--- src/common/sbc_pkg.sv ---
// constants, enums and carriers for the second_lin_channel_control control and flag readout bank
// assumes a 16-bit serial command word, msb first
package sbc_pkg;

	// ************************************************************
	// frame and timing
	// ************************************************************
	localparam int CMD_W      = 16;
	localparam int SYNC_DEPTH = 2;
	localparam int CLK_NS     = 100;
	localparam int SCLK_NS    = 800;
	localparam int HALF_SCLK_CYC = SCLK_NS / (2 * CLK_NS);

	// ************************************************************
	// register addresses (5-bit command address field)
	// ************************************************************
	localparam logic [4:0] ADDR_REG_FLAGS = 5'h0f;
	localparam logic [4:0] ADDR_CAN_FLAGS = 5'h10;
	localparam logic [4:0] ADDR_IO        = 5'h11;
	localparam logic [4:0] ADDR_ID        = 5'h12;
	localparam logic [4:0] ADDR_SECOND_LIN_CHANNEL_CONTROL      = 5'h14;

	// ************************************************************
	// second_lin_channel_control control register layout and reset
	// ************************************************************
	localparam int MODE_LSB     = 6;
	localparam int SLEW_LSB     = 4;
	localparam int TERM_BIT     = 2;
	localparam int VSUP_EXT_BIT = 0;
	localparam logic [7:0] SECOND_LIN_CHANNEL_CONTROL_CTRL_RST  = 8'h00;
	localparam logic [7:0] SECOND_LIN_CHANNEL_CONTROL_CTRL_MASK = 8'hf5;

	// ************************************************************
	// latched flag vector layout
	// ************************************************************
	localparam int REG_FLAG_W  = 16;
	localparam int CAN_FLAG_W  = 16;
	localparam int SECOND_LIN_CHANNEL_CONTROL_FLAG_W = 8;
	localparam int REG_FLAG_LSB  = 0;
	localparam int CAN_FLAG_LSB  = REG_FLAG_LSB + REG_FLAG_W;
	localparam int SECOND_LIN_CHANNEL_CONTROL_FLAG_LSB = CAN_FLAG_LSB + CAN_FLAG_W;
	localparam int FLAG_W        = SECOND_LIN_CHANNEL_CONTROL_FLAG_LSB + SECOND_LIN_CHANNEL_CONTROL_FLAG_W;
	localparam logic [FLAG_W-1:0] FLAG_RST = '0;

	typedef enum logic [1:0] {
		KIND_STATUS = 2'b00,
		KIND_WRITE  = 2'b01,
		KIND_RSVD   = 2'b10,
		KIND_FLAGS  = 2'b11
	} cmd_kind_e;

	typedef enum logic [1:0] {
		MODE_OFF    = 2'b00,
		MODE_UNUSED = 2'b01,
		MODE_WAKE   = 2'b10,
		MODE_TRX    = 2'b11
	} lin_mode_e;

	typedef enum logic [1:0] {
		RATE_20K  = 2'b00,
		RATE_10K  = 2'b01,
		RATE_FAST = 2'b10
	} edge_rate_e;

	typedef struct packed {
		cmd_kind_e  kind;
		logic [4:0] addr;
		logic       bit8;
		logic       byte_sel;
		logic [6:0] low_bits;
	} spi_cmd_s;

	typedef struct packed {
		lin_mode_e  mode;
		logic [1:0] slew;
		logic       rsv3;
		logic       term;
		logic       rsv1;
		logic       vsup_ext;
	} second_lin_channel_control_ctrl_s;

endpackage : sbc_pkg

--- src/rtl/lin_flag_readout.sv ---
// second_lin_channel_control channel control register and latched flag / status readout
// assumes fault and status inputs are asynchronous levels, high = present
`timescale 1ns/100ps

module lin_flag_readout
	import sbc_pkg::*;
#(
	parameter logic [7:0] DEVICE_STATUS = 8'h00, // arbitrary
	parameter logic [4:0] DEVICE_ID     = 5'h05, // arbitrary
	parameter logic [1:0] PART_CODE     = 2'h1,  // arbitrary
	parameter logic       VDD_IS_5V     = 1'b1
) (
	input  wire logic                   clk_in,
	input  wire logic                   arst_n_in,
	input  wire logic                   spi_sclk_in,
	input  wire logic                   spi_cs_n_in,
	input  wire logic                   spi_mosi_in,
	output logic                        spi_miso_out,
	output logic                        spi_miso_oe_n_out,
	input  wire logic                   lin_transmit_input_in,
	input  wire logic                   second_battery_supply_low_in,
	input  wire logic                   bus_transceiver_regulator_on_in,
	input  wire logic [REG_FLAG_W-1:0]  reg_fault_in,
	input  wire logic [CAN_FLAG_W-1:0]  can_fault_in,
	input  wire logic [SECOND_LIN_CHANNEL_CONTROL_FLAG_W-1:0] second_lin_channel_control_fault_in,
	input  wire logic [7:0]             can_live_in,
	input  wire logic [7:0]             io_level_in,
	output logic                        lin_trx_enable_out,
	output logic                        lin_wake_enable_out,
	output edge_rate_e                  lin_edge_rate_out,
	output logic                        master_termination_switch_out,
	output logic                        lin_force_recessive_out,
	output logic [7:0]                  second_lin_channel_control_ctrl_out
);

	if (FLAG_W != REG_FLAG_W + CAN_FLAG_W + SECOND_LIN_CHANNEL_CONTROL_FLAG_W) begin : g_bad
		$error("lin_flag_readout: flag vector layout mismatch");
	end

	// ************************************************************
	// serial port
	// ************************************************************
	logic [CMD_W-1:0] rx_word;
	logic             frame_done;
	logic [CMD_W-1:0] resp_r, resp_nxt;
	spi_cmd_s         cmd;

	spi_shift_port #(
		.WORD_W (CMD_W)
	) i_spi_shift_port (
		.clk_in        (clk_in),
		.arst_n_in     (arst_n_in),
		.sclk_in       (spi_sclk_in),
		.cs_n_in       (spi_cs_n_in),
		.mosi_in       (spi_mosi_in),
		.tx_word_in    (resp_r),
		.rx_word_out   (rx_word),
		.done_out      (frame_done),
		.miso_out      (spi_miso_out),
		.miso_oe_n_out (spi_miso_oe_n_out)
	);

	assign cmd = spi_cmd_s'(rx_word);

	// ************************************************************
	// input synchronisers
	// ************************************************************
	localparam int LIVE_W = FLAG_W + 16 + 3;

	logic [LIVE_W-1:0] live_meta_r;
	logic [LIVE_W-1:0] live_sync_r;
	logic [FLAG_W-1:0] fault_s;
	logic [7:0]        can_live_s;
	logic [7:0]        io_level_s;
	logic              txd_recessive_s;
	logic              supply_low_s;
	logic              regulator_on_s;

	always_ff @(posedge clk_in or negedge arst_n_in) begin
		if (!arst_n_in) begin
			live_meta_r <= '0;
			live_sync_r <= '0;
		end else begin
			live_meta_r <= {second_lin_channel_control_fault_in, can_fault_in, reg_fault_in,
				can_live_in, io_level_in, lin_transmit_input_in,
				second_battery_supply_low_in,
				bus_transceiver_regulator_on_in};
			live_sync_r <= live_meta_r;
		end
	end

	assign fault_s         = live_sync_r[LIVE_W-1 -: FLAG_W];
	assign can_live_s      = live_sync_r[18:11];
	assign io_level_s      = live_sync_r[10:3];
	assign txd_recessive_s = live_sync_r[2];
	assign supply_low_s    = live_sync_r[1];
	assign regulator_on_s  = live_sync_r[0];

	// ************************************************************
	// flag byte decoding
	// ************************************************************
	// mask of the flags one read command reaches: eight, or none outside the five flag bytes
	function automatic logic [FLAG_W-1:0] flag_mask(
		input logic [4:0] addr,
		input logic       sel
	);
		logic [FLAG_W-1:0] m;
		m = '0;
		case (addr)
			ADDR_REG_FLAGS: m[REG_FLAG_LSB + (sel ? 8 : 0) +: 8] = 8'hff;
			ADDR_CAN_FLAGS: m[CAN_FLAG_LSB + (sel ? 8 : 0) +: 8] = 8'hff;
			ADDR_SECOND_LIN_CHANNEL_CONTROL:      m[SECOND_LIN_CHANNEL_CONTROL_FLAG_LSB +: 8] = sel ? 8'h00 : 8'hff;
			default:        m = '0;
		endcase
		return m;
	endfunction : flag_mask

	// gathers the masked flags down to one byte
	function automatic logic [7:0] flag_byte(
		input logic [FLAG_W-1:0] flags,
		input logic [4:0]        addr,
		input logic              sel
	);
		logic [FLAG_W-1:0] picked;
		logic [7:0]        b;
		picked = flags & flag_mask(addr, sel);
		b      = 8'h00;
		for (int i = 0; i < FLAG_W / 8; i++) begin
			b = b | picked[i*8 +: 8];
		end
		return b;
	endfunction : flag_byte

	// ************************************************************
	// latched flags
	// ************************************************************
	logic [FLAG_W-1:0] flags_r, flags_nxt;
	logic [FLAG_W-1:0] clear_mask;
	logic              flag_read;

	always_comb begin
		flag_read  = frame_done && cmd.kind == KIND_FLAGS;
		clear_mask = flag_read ? flag_mask(cmd.addr, cmd.byte_sel) : '0;
		// a present fault sets and holds its flag, read or not
		flags_nxt  = fault_s | (flags_r & ~clear_mask);
	end

	always_ff @(posedge clk_in or negedge arst_n_in) begin
		if (!arst_n_in)
			flags_r <= FLAG_RST;
		else
			flags_r <= flags_nxt;
	end

	// ************************************************************
	// second_lin_channel_control control register
	// ************************************************************
	second_lin_channel_control_ctrl_s ctrl_r, ctrl_nxt;
	second_lin_channel_control_ctrl_s wr_val;
	logic       ctrl_write;

	always_comb begin
		wr_val     = second_lin_channel_control_ctrl_s'(cmd.byte_sel ? {1'b1, cmd.low_bits}
			: {1'b0, cmd.low_bits});
		wr_val     = second_lin_channel_control_ctrl_s'(8'(wr_val) & SECOND_LIN_CHANNEL_CONTROL_CTRL_MASK);
		ctrl_write = frame_done && cmd.kind == KIND_WRITE
			&& cmd.addr == ADDR_SECOND_LIN_CHANNEL_CONTROL;
		ctrl_nxt   = ctrl_r;
		if (ctrl_write) begin
			// channel cannot enter transmit-receive with txd held dominant
			if (wr_val.mode != MODE_TRX || txd_recessive_s)
				ctrl_nxt = wr_val;
		end
	end

	always_ff @(posedge clk_in or negedge arst_n_in) begin
		if (!arst_n_in)
			ctrl_r <= second_lin_channel_control_ctrl_s'(SECOND_LIN_CHANNEL_CONTROL_CTRL_RST);
		else
			ctrl_r <= ctrl_nxt;
	end

	// ************************************************************
	// response word for the next frame
	// ************************************************************
	logic [7:0] status_byte;

	always_comb begin
		case (cmd.addr)
			ADDR_CAN_FLAGS: status_byte = can_live_s;
			ADDR_IO:        status_byte = io_level_s;
			ADDR_ID:        status_byte = {VDD_IS_5V, PART_CODE, DEVICE_ID};
			ADDR_SECOND_LIN_CHANNEL_CONTROL:      status_byte = {ctrl_r.mode == MODE_TRX,
				ctrl_r.mode == MODE_WAKE, 6'h00};
			default:        status_byte = 8'h00;
		endcase
		resp_nxt = resp_r;
		if (frame_done) begin
			case (cmd.kind)
				// address in bits 13:9, byte choice in bit 7
				KIND_FLAGS: resp_nxt = {DEVICE_STATUS,
					flag_byte(flags_r, cmd.addr, cmd.byte_sel)};
				KIND_STATUS: resp_nxt = {DEVICE_STATUS,
					status_byte};
				KIND_WRITE: resp_nxt = {DEVICE_STATUS, 8'h00};
				KIND_RSVD: resp_nxt = {DEVICE_STATUS, 8'h00};
				default: resp_nxt = {DEVICE_STATUS, 8'h00};
			endcase
		end
	end

	always_ff @(posedge clk_in or negedge arst_n_in) begin
		if (!arst_n_in)
			resp_r <= '0;
		else
			resp_r <= resp_nxt;
	end

	// ************************************************************
	// channel controls
	// ************************************************************
	logic       trx_r, trx_nxt;
	logic       wake_r, wake_nxt;
	edge_rate_e rate_r, rate_nxt;
	logic       term_r, term_nxt;
	logic       rec_r, rec_nxt;
	logic [7:0] ctrl_o_r, ctrl_o_nxt;

	always_comb begin
		trx_nxt  = ctrl_r.mode == MODE_TRX;
		wake_nxt = ctrl_r.mode == MODE_WAKE;
		case (ctrl_r.slew)
			2'b00:   rate_nxt = RATE_20K;
			2'b01:   rate_nxt = RATE_10K;
			default: rate_nxt = RATE_FAST;
		endcase
		term_nxt = ctrl_r.term;
		// the regulator feeds the channel; without it the bus idles
		rec_nxt  = !regulator_on_s
			|| (!ctrl_r.vsup_ext && supply_low_s);
		ctrl_o_nxt = 8'(ctrl_r);
	end

	always_ff @(posedge clk_in or negedge arst_n_in) begin
		if (!arst_n_in) begin
			trx_r    <= 1'b0;
			wake_r   <= 1'b0;
			rate_r   <= RATE_20K;
			term_r   <= 1'b0;
			rec_r    <= 1'b1;
			ctrl_o_r <= SECOND_LIN_CHANNEL_CONTROL_CTRL_RST;
		end else begin
			trx_r    <= trx_nxt;
			wake_r   <= wake_nxt;
			rate_r   <= rate_nxt;
			term_r   <= term_nxt;
			rec_r    <= rec_nxt;
			ctrl_o_r <= ctrl_o_nxt;
		end
	end

	assign lin_trx_enable_out            = trx_r;
	assign lin_wake_enable_out           = wake_r;
	assign lin_edge_rate_out             = rate_r;
	assign master_termination_switch_out = term_r;
	assign lin_force_recessive_out       = rec_r;
	assign second_lin_channel_control_ctrl_out                 = ctrl_o_r;

endmodule : lin_flag_readout

--- src/rtl/spi_shift_port.sv ---
// serial shift port: synchronises the link pins, shifts one word each way
// assumes mode 0 framing and a link clock far slower than clk_in
`timescale 1ns/100ps
module spi_shift_port
	import sbc_pkg::*;
#(
	parameter int WORD_W = CMD_W
) (
	input  wire logic              clk_in,
	input  wire logic              arst_n_in,
	input  wire logic              sclk_in,
	input  wire logic              cs_n_in,
	input  wire logic              mosi_in,
	input  wire logic [WORD_W-1:0] tx_word_in,
	output logic      [WORD_W-1:0] rx_word_out,
	output logic                   done_out,
	output logic                   miso_out,
	output logic                   miso_oe_n_out
);

	localparam int CNT_W = $clog2(WORD_W + 2);
	localparam logic [CNT_W-1:0] CNT_FULL = CNT_W'(WORD_W);
	localparam logic [CNT_W-1:0] CNT_OVER = CNT_W'(WORD_W + 1);

	if (WORD_W < 2 || HALF_SCLK_CYC < 3) begin : g_bad_cfg
		$error("spi_shift_port: word too short or link clock too fast");
	end

	// ************************************************************
	// pin synchronisers
	// ************************************************************
	logic [2:0] meta_r;
	logic [2:0] sync_r;
	logic [1:0] dly_r;
	logic       mosi_s;
	logic       sclk_s;
	logic       cs_s;

	always_ff @(posedge clk_in or negedge arst_n_in) begin
		if (!arst_n_in) begin
			// idle levels: cs high, sclk low, so no false edge after reset
			meta_r <= 3'h4;
			sync_r <= 3'h4;
			dly_r  <= 2'h2;
		end else begin
			meta_r <= {cs_n_in, sclk_in, mosi_in};
			sync_r <= meta_r;
			dly_r  <= sync_r[2:1];
		end
	end

	assign mosi_s = sync_r[0];
	assign sclk_s = sync_r[1];
	assign cs_s   = sync_r[2];

	// ************************************************************
	// shifting
	// ************************************************************
	logic [WORD_W-1:0] rx_sr_r, rx_sr_nxt;
	logic [WORD_W-1:0] tx_sr_r, tx_sr_nxt;
	logic [WORD_W-1:0] rx_word_r, rx_word_nxt;
	logic [CNT_W-1:0]  cnt_r, cnt_nxt;
	logic              done_r, done_nxt;
	logic              oe_n_r, oe_n_nxt;
	logic              sclk_rise, sclk_fall, cs_fall, cs_rise;

	always_comb begin
		sclk_rise   = sclk_s & ~dly_r[0];
		sclk_fall   = ~sclk_s & dly_r[0];
		cs_fall     = ~cs_s & dly_r[1];
		cs_rise     = cs_s & ~dly_r[1];
		rx_sr_nxt   = rx_sr_r;
		tx_sr_nxt   = tx_sr_r;
		rx_word_nxt = rx_word_r;
		cnt_nxt     = cnt_r;
		done_nxt    = 1'b0;
		oe_n_nxt    = oe_n_r;
		if (cs_fall) begin
			tx_sr_nxt = tx_word_in;
			cnt_nxt   = '0;
			oe_n_nxt  = 1'b0;
		end else if (!cs_s) begin
			if (sclk_rise) begin
				rx_sr_nxt = {rx_sr_r[WORD_W-2:0], mosi_s};
				if (cnt_r != CNT_OVER)
					cnt_nxt = cnt_r + 1'b1;
			end
			if (sclk_fall && cnt_r != '0)
				tx_sr_nxt = {tx_sr_r[WORD_W-2:0], 1'b0};
		end
		if (cs_rise) begin
			oe_n_nxt = 1'b1;
			// only whole words count as commands
			if (cnt_r == CNT_FULL) begin
				done_nxt    = 1'b1;
				rx_word_nxt = rx_sr_r;
			end
		end
	end

	always_ff @(posedge clk_in or negedge arst_n_in) begin
		if (!arst_n_in) begin
			rx_sr_r   <= '0;
			tx_sr_r   <= '0;
			rx_word_r <= '0;
			cnt_r     <= '0;
			done_r    <= 1'b0;
			oe_n_r    <= 1'b1;
		end else begin
			rx_sr_r   <= rx_sr_nxt;
			tx_sr_r   <= tx_sr_nxt;
			rx_word_r <= rx_word_nxt;
			cnt_r     <= cnt_nxt;
			done_r    <= done_nxt;
			oe_n_r    <= oe_n_nxt;
		end
	end

	assign rx_word_out   = rx_word_r;
	assign done_out      = done_r;
	assign miso_out      = tx_sr_r[WORD_W-1];
	assign miso_oe_n_out = oe_n_r;

endmodule : spi_shift_port

--- config.mk ---
export PLATFORM = sky130hd
export DESIGN_NAME = lin_flag_readout
export DESIGN_NICKNAME = d
export VERILOG_FILES = /design/src/common/sbc_pkg.sv /design/src/rtl/lin_flag_readout.sv /design/src/rtl/spi_shift_port.sv
export SDC_FILE = /design/constraint.sdc
export NUM_CORES = 1
export LEC_CHECK = 0
export ABC_AREA = 1
export BUFFER_PORTS_ARGS = -buffer_cell sky130_fd_sc_hd__buf_2
export CAP_MARGIN = 20
export CORE_MARGIN = 5
export CORE_UTILIZATION = 52
export DETAILED_ROUTE_END_ITERATION = 12
export GPL_ROUTABILITY_DRIVEN = 0
export GPL_TIMING_DRIVEN = 0
export PLACE_DENSITY = 0.75
export SKIP_LAST_GASP = 1
export SYNTH_ARGS = -nofsm -noshare
export SYNTH_HDL_FRONTEND = slang
export SYNTH_SLANG_ARGS = --single-unit
--- constraint.sdc ---
create_clock -name clk_in -period 2.15 [get_ports clk_in]
set_input_delay 0.645 -clock clk_in [delete_from_list [all_inputs] [get_ports clk_in]]
set_output_delay 0.645 -clock clk_in [all_outputs]
set_load 0.01 [all_outputs]
---- After elaboration in Yosys (flattened, before gate mapping) ----
Cells that the tools add are included.
word-level totals
  register bits ........................... 255
  bits of input ports ..................... 64
  output and inout port bits .............. 16
operators by class
  add/sub/neg operators ................... 4
  equal/unequal tests ..................... 15
  shift operators ......................... 4
  mux-type cells .......................... 24
  bitwise gates (word level) .............. 19
  reductions and logical operators ........ 22
operators with widths
  cell                                                         number
  bitwise AND 40 bit                                           4
  variable shift 8 x 33 -> 40 bit (first input constant)       2
  indexed part select 8 x 33 -> 40 bit (first input constant)  2
  two-way mux 32 bit                                           2
  one-hot mux 32 bit (2 select lines)                          1
  two-way mux 16 bit                                           3
  one-hot mux 16 bit (3 select lines)                          1
  two-way mux 40 bit                                           1
  inverter 40 bit                                              1
  OR 40 bit                                                    1
  negation 32 -> 33 bit                                        1
  negation 6 -> 33 bit                                         1
  two-way mux 8 bit                                            4
  OR 8 bit                                                     4
  one-hot mux 8 bit (4 select lines)                           1
  equality test 5 bit (second input constant)                  5
  one-hot mux 8 bit (3 select lines)                           1
  two-way mux 5 bit                                            4
  equality test 2 bit (second input constant)                  4
  nonzero test 2 bit                                           4
  adder 5 x 4 -> 6 bit (first input constant)                  1
  AND reduction 2 bit                                          3
  AND reduction 3 bit                                          2
  adder 5 x 1 -> 5 bit (second input constant)                 1
  15 further kinds                                             34

---- Depth between registers and ports, before layout ----
Gate-level depths: netlist of run 1.
  word-level depth ........................ 14
  depth in mapped cells ................... 11
  gate-level depth less buffers ........... 9

---- By module ----
Synthesis of run 1 repeated with hierarchy kept, for this count alone.
unflattened totals
  cell total of the unflattened synthesis .. 773
  area, all modules ....................... 8804.7 µm²
modules (own cells, without submodules)
  module            times used  cells each  area an instance (µm²)  sequential area each (µm²)
  lin_flag_readout  1           470         6062.1                  4580.6
  spi_shift_port    1           303         2742.6                  1581.5

---- Least setup slack after synthesis of run 1 ----
Ideal clock, no wire load.
  path type ............................... reg-to-reg
  start point ............................. register i_spi_shift_port.sync_r[2]
  end point ............................... register i_spi_shift_port.tx_sr_r[7]
  library setup time ...................... 124 ps
  arrival time ............................ 1550 ps
  slack ................................... 476 ps
  stages on the path, launching flop included .. 9
  period minus slack after synthesis ...... 1674 ps
  path through ............................ dfstp_2 > inv_1 > ha_1 > clkbuf_1 > inv_2 > buf_1 > nand2_1 > o211ai_1 > nand2_1
on the way
  cells in the longest elaborated chain, start to end .. 4
  elaborated cells on any way between the ends .. 6
  classes of those cells .................. eq/ne: 1; mux: 1; bitwise: 2; reduce/logical: 2
RTL lines
  what                                                                  line                   text
  start: declaration                                                    spi_shift_port.sv:33   logic [2:0] sync_r;
  start signal: assignment                                              spi_shift_port.sv:47   sync_r <= meta_r;
  inverter 1 bit                                                        spi_shift_port.sv:70   cs_fall = ~cs_s & dly_r[1];
  bitwise AND 1 bit                                                     spi_shift_port.sv:70
  != test 2 bit (no line) / nonzero test 2 bit (equally long branches)  n/a
  AND reduction 2 bit (no line)                                         n/a
  end signal: assignment                                                spi_shift_port.sv:111  tx_sr_r <= tx_sr_nxt;
  end: declaration                                                      spi_shift_port.sv:60   logic [WORD_W-1:0] tx_sr_r, tx_sr_nxt;
Parallel ways exist; a longest one is shown, timed or not.
A chain may end at the register's enable or synchronous reset.

---- Worst setup path after layout of run 1 ----
  start point ............................. register i_spi_shift_port.dly_r[1]
  end point ............................... register i_spi_shift_port.tx_sr_r[10]
on the way
  cells in the longest elaborated chain, start to end .. 3
  elaborated cells on any way between the ends .. 5
  classes of those cells .................. eq/ne: 1; mux: 1; bitwise: 1; reduce/logical: 2
RTL lines
  what                                                                  line                  text
  start: declaration                                                    spi_shift_port.sv:34  logic [1:0] dly_r;
  start signal: assignment                                              spi_shift_port.sv:48  dly_r <= sync_r[2:1];
  bitwise AND 1 bit *                                                   spi_shift_port.sv:70
  != test 2 bit (no line) / nonzero test 2 bit (equally long branches)  n/a
  AND reduction 2 bit (no line)                                         n/a
Every way passes the cells marked *; elsewhere a longest branch is shown, timed or not.

==> impl_metrics.csv, run 1 <==
group,metric,value,unit
placed_design,dp.cells,1018,
grt,grt_max_degree,122,
placed_design,dp_hpwl,10300,um
sta,hold_viol,0,
synthesis,ys_ff_latch,243,
critical_path,worst_path_max_delay_cell,"dfstp_2",
final_layout,layout_commonest_cell,"dfrtp_1",
die,die-area,19100,sq um
route,drt_iter0_drc,384,
power,power.switching,2020,uW
route,wl_per_cell,14.6,um
die,start_util,52.4,%
power,power_density,931,nW/um^2
critical_path,arrival,2.31,ns
sta,rsz0062_at_grt,"false",
cts,cts_tree,"yes",
grt,antenna_found_initial,0,
power,switching_share,21.5,%
sta,whs,0.229,ns
power,p_clk_share,42.9,%
power,power_frac_comb,4.7,%
final_layout,drive_gt1_share,20.0,%
route,totalWireLength,15500,um
die,pin_count,80,
die,die_y,138,um
final_layout,utilization,61.7,%
cts,htree_num_levels,1,
final_layout,diodes,0,
grt,grt_pass1_vias,5452,
critical_path,required,2.52,ns
outcome,outcome,"completed",
synthesis,netlist_area,8570,sq um
critical_path,cp-end-kind,"flip-flop",
power,cellLeakagePower,0.00519,uW
sta,worstMarginPinSlew,0.598,ns
power,pwr-share-seq,52.4,%
critical_path,crit_path_cell_trace,"ha_1, clkbuf_1, inv_2, nand2_1, clkbuf_1, o21ai_0",
synthesis,synth_cells,718,
critical_path,cp_max_fo,10,
synthesis,seq_area_frac_synth,71.0,%
cts,cts-root-buf,"clkbuf_16",
critical_path,cp-start-kind,"flip-flop",
synthesis,synth_area_per_cell,11.9,sq um
final_layout,final_cell_mix,"dfrtp_1 (238), nand2_1 (96), inv_1 (95), buf_2 (82), o21ai_0 (44)",
job,maxCapViolCount,0,
critical_path,critical-path-top-delay-family,"buffers and inverters",
cts,cts_num_sinks,243,
worst_hold_path,hp-class,"in2reg",
grt,grt_overflow,0,
critical_path,rr_startpoint,"i_spi_shift_port.dly_r[1]",
critical_path,path_class,"reg2reg",
worst_hold_path,min_from,"second_lin_channel_control_fault_in[6]",
die,rows,47,
cts,clock_path_buffers,3,
grt,grt_pass1_wl,26600,um
placed_design,placement.io_buffers,77,
grt,grt.total_usage,16.7,%
sta,tns,0,ns
route,viasPerCell,4.92,
sta,fin_crit_sh,90.4,%
sta,fin_skew,0.0207,ns
sta,maxSlewHeadroom,60.2,%
route,first_pass_iters,5,
cts,clk_pin_slew_worst_paths,0.06,ns
final_layout,fin_nets,895,
route,final_antenna_net_count,0,
sta,fmax,514,MHz
critical_path,cp_num_buf_inv,3,
sta,finalMaxSlewViolations,0,
synthesis,yosysWarnings,0,
die,dieWidth,138,um
cts,cts_buffers,24,
synthesis,ys_types,32,
sta,setup_viol,0,
critical_path,worstSetupStartpoint,"i_spi_shift_port.dly_r[1]",
final_layout,syn2layout_area_growth,17.8,%
cts,clock_latency,0.52,ns
critical_path,critPathMostFrequentCell,"clkbuf_1",
sta,fin_crit,1.94,ns
power,ir_worst_vdd,0.825,mV
final_layout,instances_no_fill,1061,
route,drc,0,
route,vias,5217,
die,core_area,16300,sq um
critical_path,slowest_delay,0.53,ns
power,p_int,7380,uW
[flip-flops by register name, summed over array words and instances (netlist names), 3 cells and up]
| signal | flops |
|---|---|
| ctrl_o_nxt | 5 |
| i_spi_shift_port.cnt_r | 5 |
| i_spi_shift_port.rx_word_out | 13 |
| i_spi_shift_port.tx_sr_r | 16 |
| i_spi_shift_port.meta_r | 3 |
| flags_r | 40 |
| live_meta_r | 59 |
| resp_r | 8 |
| i_spi_shift_port.sync_r | 3 |
| live_sync_r | 59 |
| i_spi_shift_port.rx_sr_r | 16 |
| second_lin_channel_control_ctrl_out | 6 |
[worst reg2reg max path, delay by kind of cell, from the launching register on]
family | cells | cell delay (ns)
compound gates | 1 | 0.15
fa+ha+maj | 1 | 0.13
buf+inv | 3 | 0.84
flops | 1 | 0.53
simple gates | 1 | 0.16
[area by class of cell]
cell class	count	area, sq um
Clock buffer	35	702
Sequential cell	243	6090
Tap cell	220	275
Buffer	25	144
Clock inverter	7	78.8
Multi-Input combinational cell	351	1970
Fill cell	1318	6260
Timing Repair Buffer	80	460
Inverter	100	375
[metrics by stage]
step / total power [uW] / worst slack, ns / instance area [sq um]
global route: 9780 / 0.0119 / 10100
detailed placement: 5450 / 0.133 / 9300
finish: 9400 / 0.206 / 10100
floorplan: 5200 / 0.476 / 8570
global placement: 5420 / -3.55 / 9240
CTS: 9510 / 0.135 / 10100
[kinds of logic after synthesis]
group | after synthesis | share of synthesized area (%)
simple gates | 224 | 13.1
compound gates | 117 | 8.72
mux | 1 | 0.131
fa+ha+maj | 6 | 0.876
flops | 243 | 71.0
other cells | 1 | 0.0438
buf+inv | 125 | 6.04
xor+xnor | 1 | 0.102
[final timing paths]
path / to / slack [ns] / cells after the start
max: i_spi_shift_port.tx_sr_r[10] / 0.21 / 6
min: live_meta_r[57] / 0.23 / 1
max reg2reg: i_spi_shift_port.tx_sr_r[10] / 0.21 / 6
min reg2reg: live_sync_r[8] / 0.34 / 0
max in group asynchronous: live_meta_r[33] / 0.41 / 4
min in group asynchronous: i_spi_shift_port.rx_sr_r[11] / 0.52 / 2
[synth_stat cells]
master | n | area share (%)
o21bai_1 | 40 | 3.5
nand2_4 | 1 | 0.13
o31ai_1 | 4 | 0.35
nand4_1 | 33 | 2.4
inv_2 | 3 | 0.13
nand3_1 | 42 | 2.5
nor3_4 | 4 | 0.76
conb_1 | 1 | 0.044
buf_1 | 2 | 0.088
nor2_1 | 31 | 1.4
ha_1 | 6 | 0.88
nor3_1 | 2 | 0.12
dfrtp_1 | 238 | 69
clkinv_1 | 2 | 0.088
buf_2 | 6 | 0.35
o211ai_1 | 7 | 0.61
dfstp_2 | 5 | 1.5
mux2_2 | 1 | 0.13
inv_1 | 95 | 4.2
nor4_4 | 1 | 0.25
clkbuf_1 | 9 | 0.39
nor3b_1 | 1 | 0.088
buf_6 | 3 | 0.39
nand2_1 | 96 | 4.2
o21ai_2 | 7 | 0.72
o21ai_0 | 44 | 2.6
xor2_1 | 1 | 0.10
nand2_2 | 7 | 0.51
a21oi_1 | 13 | 0.76
buf_4 | 5 | 0.44
nor2_4 | 6 | 0.79
a21oi_2 | 2 | 0.20
[routing by layer]
layer	global-route usage (%)	wire (um)
met1	22.6	6720
met2	27.9	7580
met3	3.42	837
met4	4.26	364
met5	0	0
[power by group through the flow]
stage	logic, uW	clock network, uW	registers (uW)
after CTS	451	4130	4930
after global routing	517	4310	4950
after global placement	415	0	5000
after floorplan	225	0	4980
final	440	4030	4930
after detailed placement	443	0	5010
[repair_timing]
item,CTS,global route
endpoints found under the hold margin,13,0
hold buffers,1,0
gates resized for setup,0,1
setup endpoints to repair,0,1
buffers inserted,0,0
(Power assumes the default switching activity.)
==> inputs of run 2 (changes only) <==
--- a/config.mk
+++ b/config.mk
@@ -9,11 +9,11 @@
 export BUFFER_PORTS_ARGS = -buffer_cell sky130_fd_sc_hd__buf_2
 export CAP_MARGIN = 20
 export CORE_MARGIN = 5
-export CORE_UTILIZATION = 52
+export CORE_UTILIZATION = 58
 export DETAILED_ROUTE_END_ITERATION = 12
 export GPL_ROUTABILITY_DRIVEN = 0
 export GPL_TIMING_DRIVEN = 0
-export PLACE_DENSITY = 0.75
+export PLACE_DENSITY = 0.82
 export SKIP_LAST_GASP = 1
 export SYNTH_ARGS = -nofsm -noshare
 export SYNTH_HDL_FRONTEND = slang
==> run 2 against run 1 <==
  * Global-route usage rose by 2.2 points
  * Non-clock buffer count decreased by 3
  * Utilization grew 6.5 points
==> impl_metrics.csv, run 2 (synthesized netlist as in run 1, its figures left out) <==
group,metric,value,unit
outcome,outcome,"completed",
grt,grt_pass1_vias,5471,
critical_path,cp_max_fo,10,
grt,gr-usage-met3,3.44,%
sta,timing.final.ws_setup,0.312,ns
die,dieWidth,132,um
grt,grt_busiest_layer,"met2",
critical_path,r2r_end,"resp_r[2]",
final_layout,diodes,0,
final_layout,syn2layout_area_growth,15.7,%
critical_path,required,2.52,ns
critical_path,rr_startpoint,"i_spi_shift_port.rx_word_out[7]",
critical_path,cp-start-kind,"flip-flop",
worst_hold_path,hp-class,"in2async",
cts,cts_num_sinks,243,
placed_design,placement.io_buffers,77,
power,ir_worst_vdd,0.712,mV
cts,htree_num_levels,1,
sta,worstMarginPinSlew,0.858,ns
final_layout,utilization,68.3,%
die,pin_count,80,
die,rows,44,
final_layout,reg_top3,"live_meta_r x59, live_sync_r x59, flags_r x40",
die,die-area,17300,sq um
sta,hold_viol,0,
route,viasPerCell,5.23,
placed_design,place_ws,0.159,ns
critical_path,cp-end-kind,"flip-flop",
sta,fin_crit,1.84,ns
route,wl_per_cell,15.5,um
route,totalWireLength,15900,um
route,final_antenna_net_count,0,
placed_design,dp_hpwl,10600,um
cts,post_cts_buffers,0,
final_layout,fin_nets,891,
final_layout,layout_commonest_cell,"dfrtp_1",
placed_design,dp.cells,981,
critical_path,rrSetupSlack,0.31,ns
cts,clk_pin_slew_worst_paths,0.06,ns
power,cellLeakagePower,0.00513,uW
grt,grt_pass1_wl,27100,um
grt,antenna_found_initial,0,
final_layout,instances_no_fill,1021,
route,vias,5341,
route,first_pass_iters,5,
job,maxCapViolCount,0,
die,start_util,59.0,%
cts,cts_tree,"yes",
cts,clock_latency,0.51,ns
sta,maxSlewHeadroom,42.8,%
sta,finalMaxSlewViolations,0,
sta,fin_crit_sh,85.5,%
sta,rsz0062_at_grt,"false",
critical_path,arrival,2.21,ns
die,die_y,132,um
cts,cts_buffers,23,
cts,clock_path_buffers,3,
grt,grt.met1_usage,24.4,%
final_layout,fillers,1063,
grt,grt_overflow,0,
sta,whs,0.212,ns
sta,setup_viol,0,
final_layout,drive_gt1_share,19.2,%
sta,fin_skew,0.0196,ns
die,core_area,14500,sq um
grt,grt.total_usage,18.9,%
final_layout,final_cell_mix,"dfrtp_1 (238), nand2_1 (96), inv_1 (95), buf_2 (82), o21ai_0 (44)",
sta,fmax,544,MHz
grt,grt_max_degree,124,
cts,cts-root-buf,"clkbuf_16",
route,drt_iter0_drc,365,
power,power.total,9070,uW
critical_path,rr_worst_depth,8,
grt,use_met2,32.3,%
critical_path,path_class,"reg2reg",
power,power_density,915,nW/um^2
route,drc,0,
-- run 2: changes by cell type in the layout (fill, tap and decap cells not counted), sizes merged --
cell / before / now
clkinvlp: 3 / 1
buf: 94 / 93
bufinv: 1 / 0
clkbuf: 45 / 46
clkinv: 5 / 4
dlygate4sd3: 1 / 0
inv: 98 / 99
-- run 2: how the worst max path moves through the flow --
stage	start	endpoint	cells past startpoint
floorplan	i_spi_shift_port.sync_r[2]	i_spi_shift_port.tx_sr_r[7]	8
detailed placement	i_spi_shift_port.sync_r[2]	i_spi_shift_port.tx_sr_r[7]	8
global route	i_spi_shift_port.sync_r[2]	i_spi_shift_port.tx_sr_r[9]	6
finish	i_spi_shift_port.rx_word_out[7]	resp_r[2]	8
CTS	i_spi_shift_port.sync_r[2]	i_spi_shift_port.tx_sr_r[7]	8
global placement	arst_n_in	live_meta_r[30]	1
-- run 2: final cells by class --
type / count / area [sq um] / area share, %
Sequential cell: 243 / 6090 / 61.4
Multi-Input combinational cell: 351 / 1970 / 19.9
Clock buffer: 37 / 668 / 6.74
Timing Repair Buffer: 78 / 423 / 4.26
Inverter: 100 / 375 / 3.78
Tap cell: 184 / 230 / 2.32
Buffer: 24 / 140 / 1.41
Clock inverter: 4 / 26.3 / 0.265
-- run 2: per-layer routing --
layer / part of all wire [%] / routed length (um)
met5: 0 / 0
met4: 3.3 / 517
met2: 50 / 7930
met1: 40 / 6330
met3: 6.8 / 1070
-- run 2: metrics by stage --
step / cell area [sq um] / TNS [ns]
finish: 9920 / 0
global route: 9920 / 0
CTS: 9920 / 0
detailed placement: 9230 / 0
global placement: 9190 / -833.92
floorplan: 8570 / 0
-- run 2: critical path, cell delays in order, from the launching register on --
cell	delay [ns]
dfrtp_1	0.43
clkinv_1	0.36
buf_2	0.34
nand4_1	0.12
nand2_1	0.09
nor2_1	0.16
nand2_1	0.07
nand2_1	0.06
a21oi_1	0.07
-- run 2: repair_timing --
item / 4_1_cts / 5_1_grt
setup endpoints to repair: 0 / 3
gates resized for setup: 0 / 1
hold buffers: 0 / 0
-- run 2: where the power goes --
group          internal, uW  leakage [uW]  switching, uW  total (uW)
Sequential             4830       0.00285            105        4930
Clock                  2130      0.000336           1580        3710
Combinational           158       0.00194            273         432
Total                  7110       0.00513           1960        9070
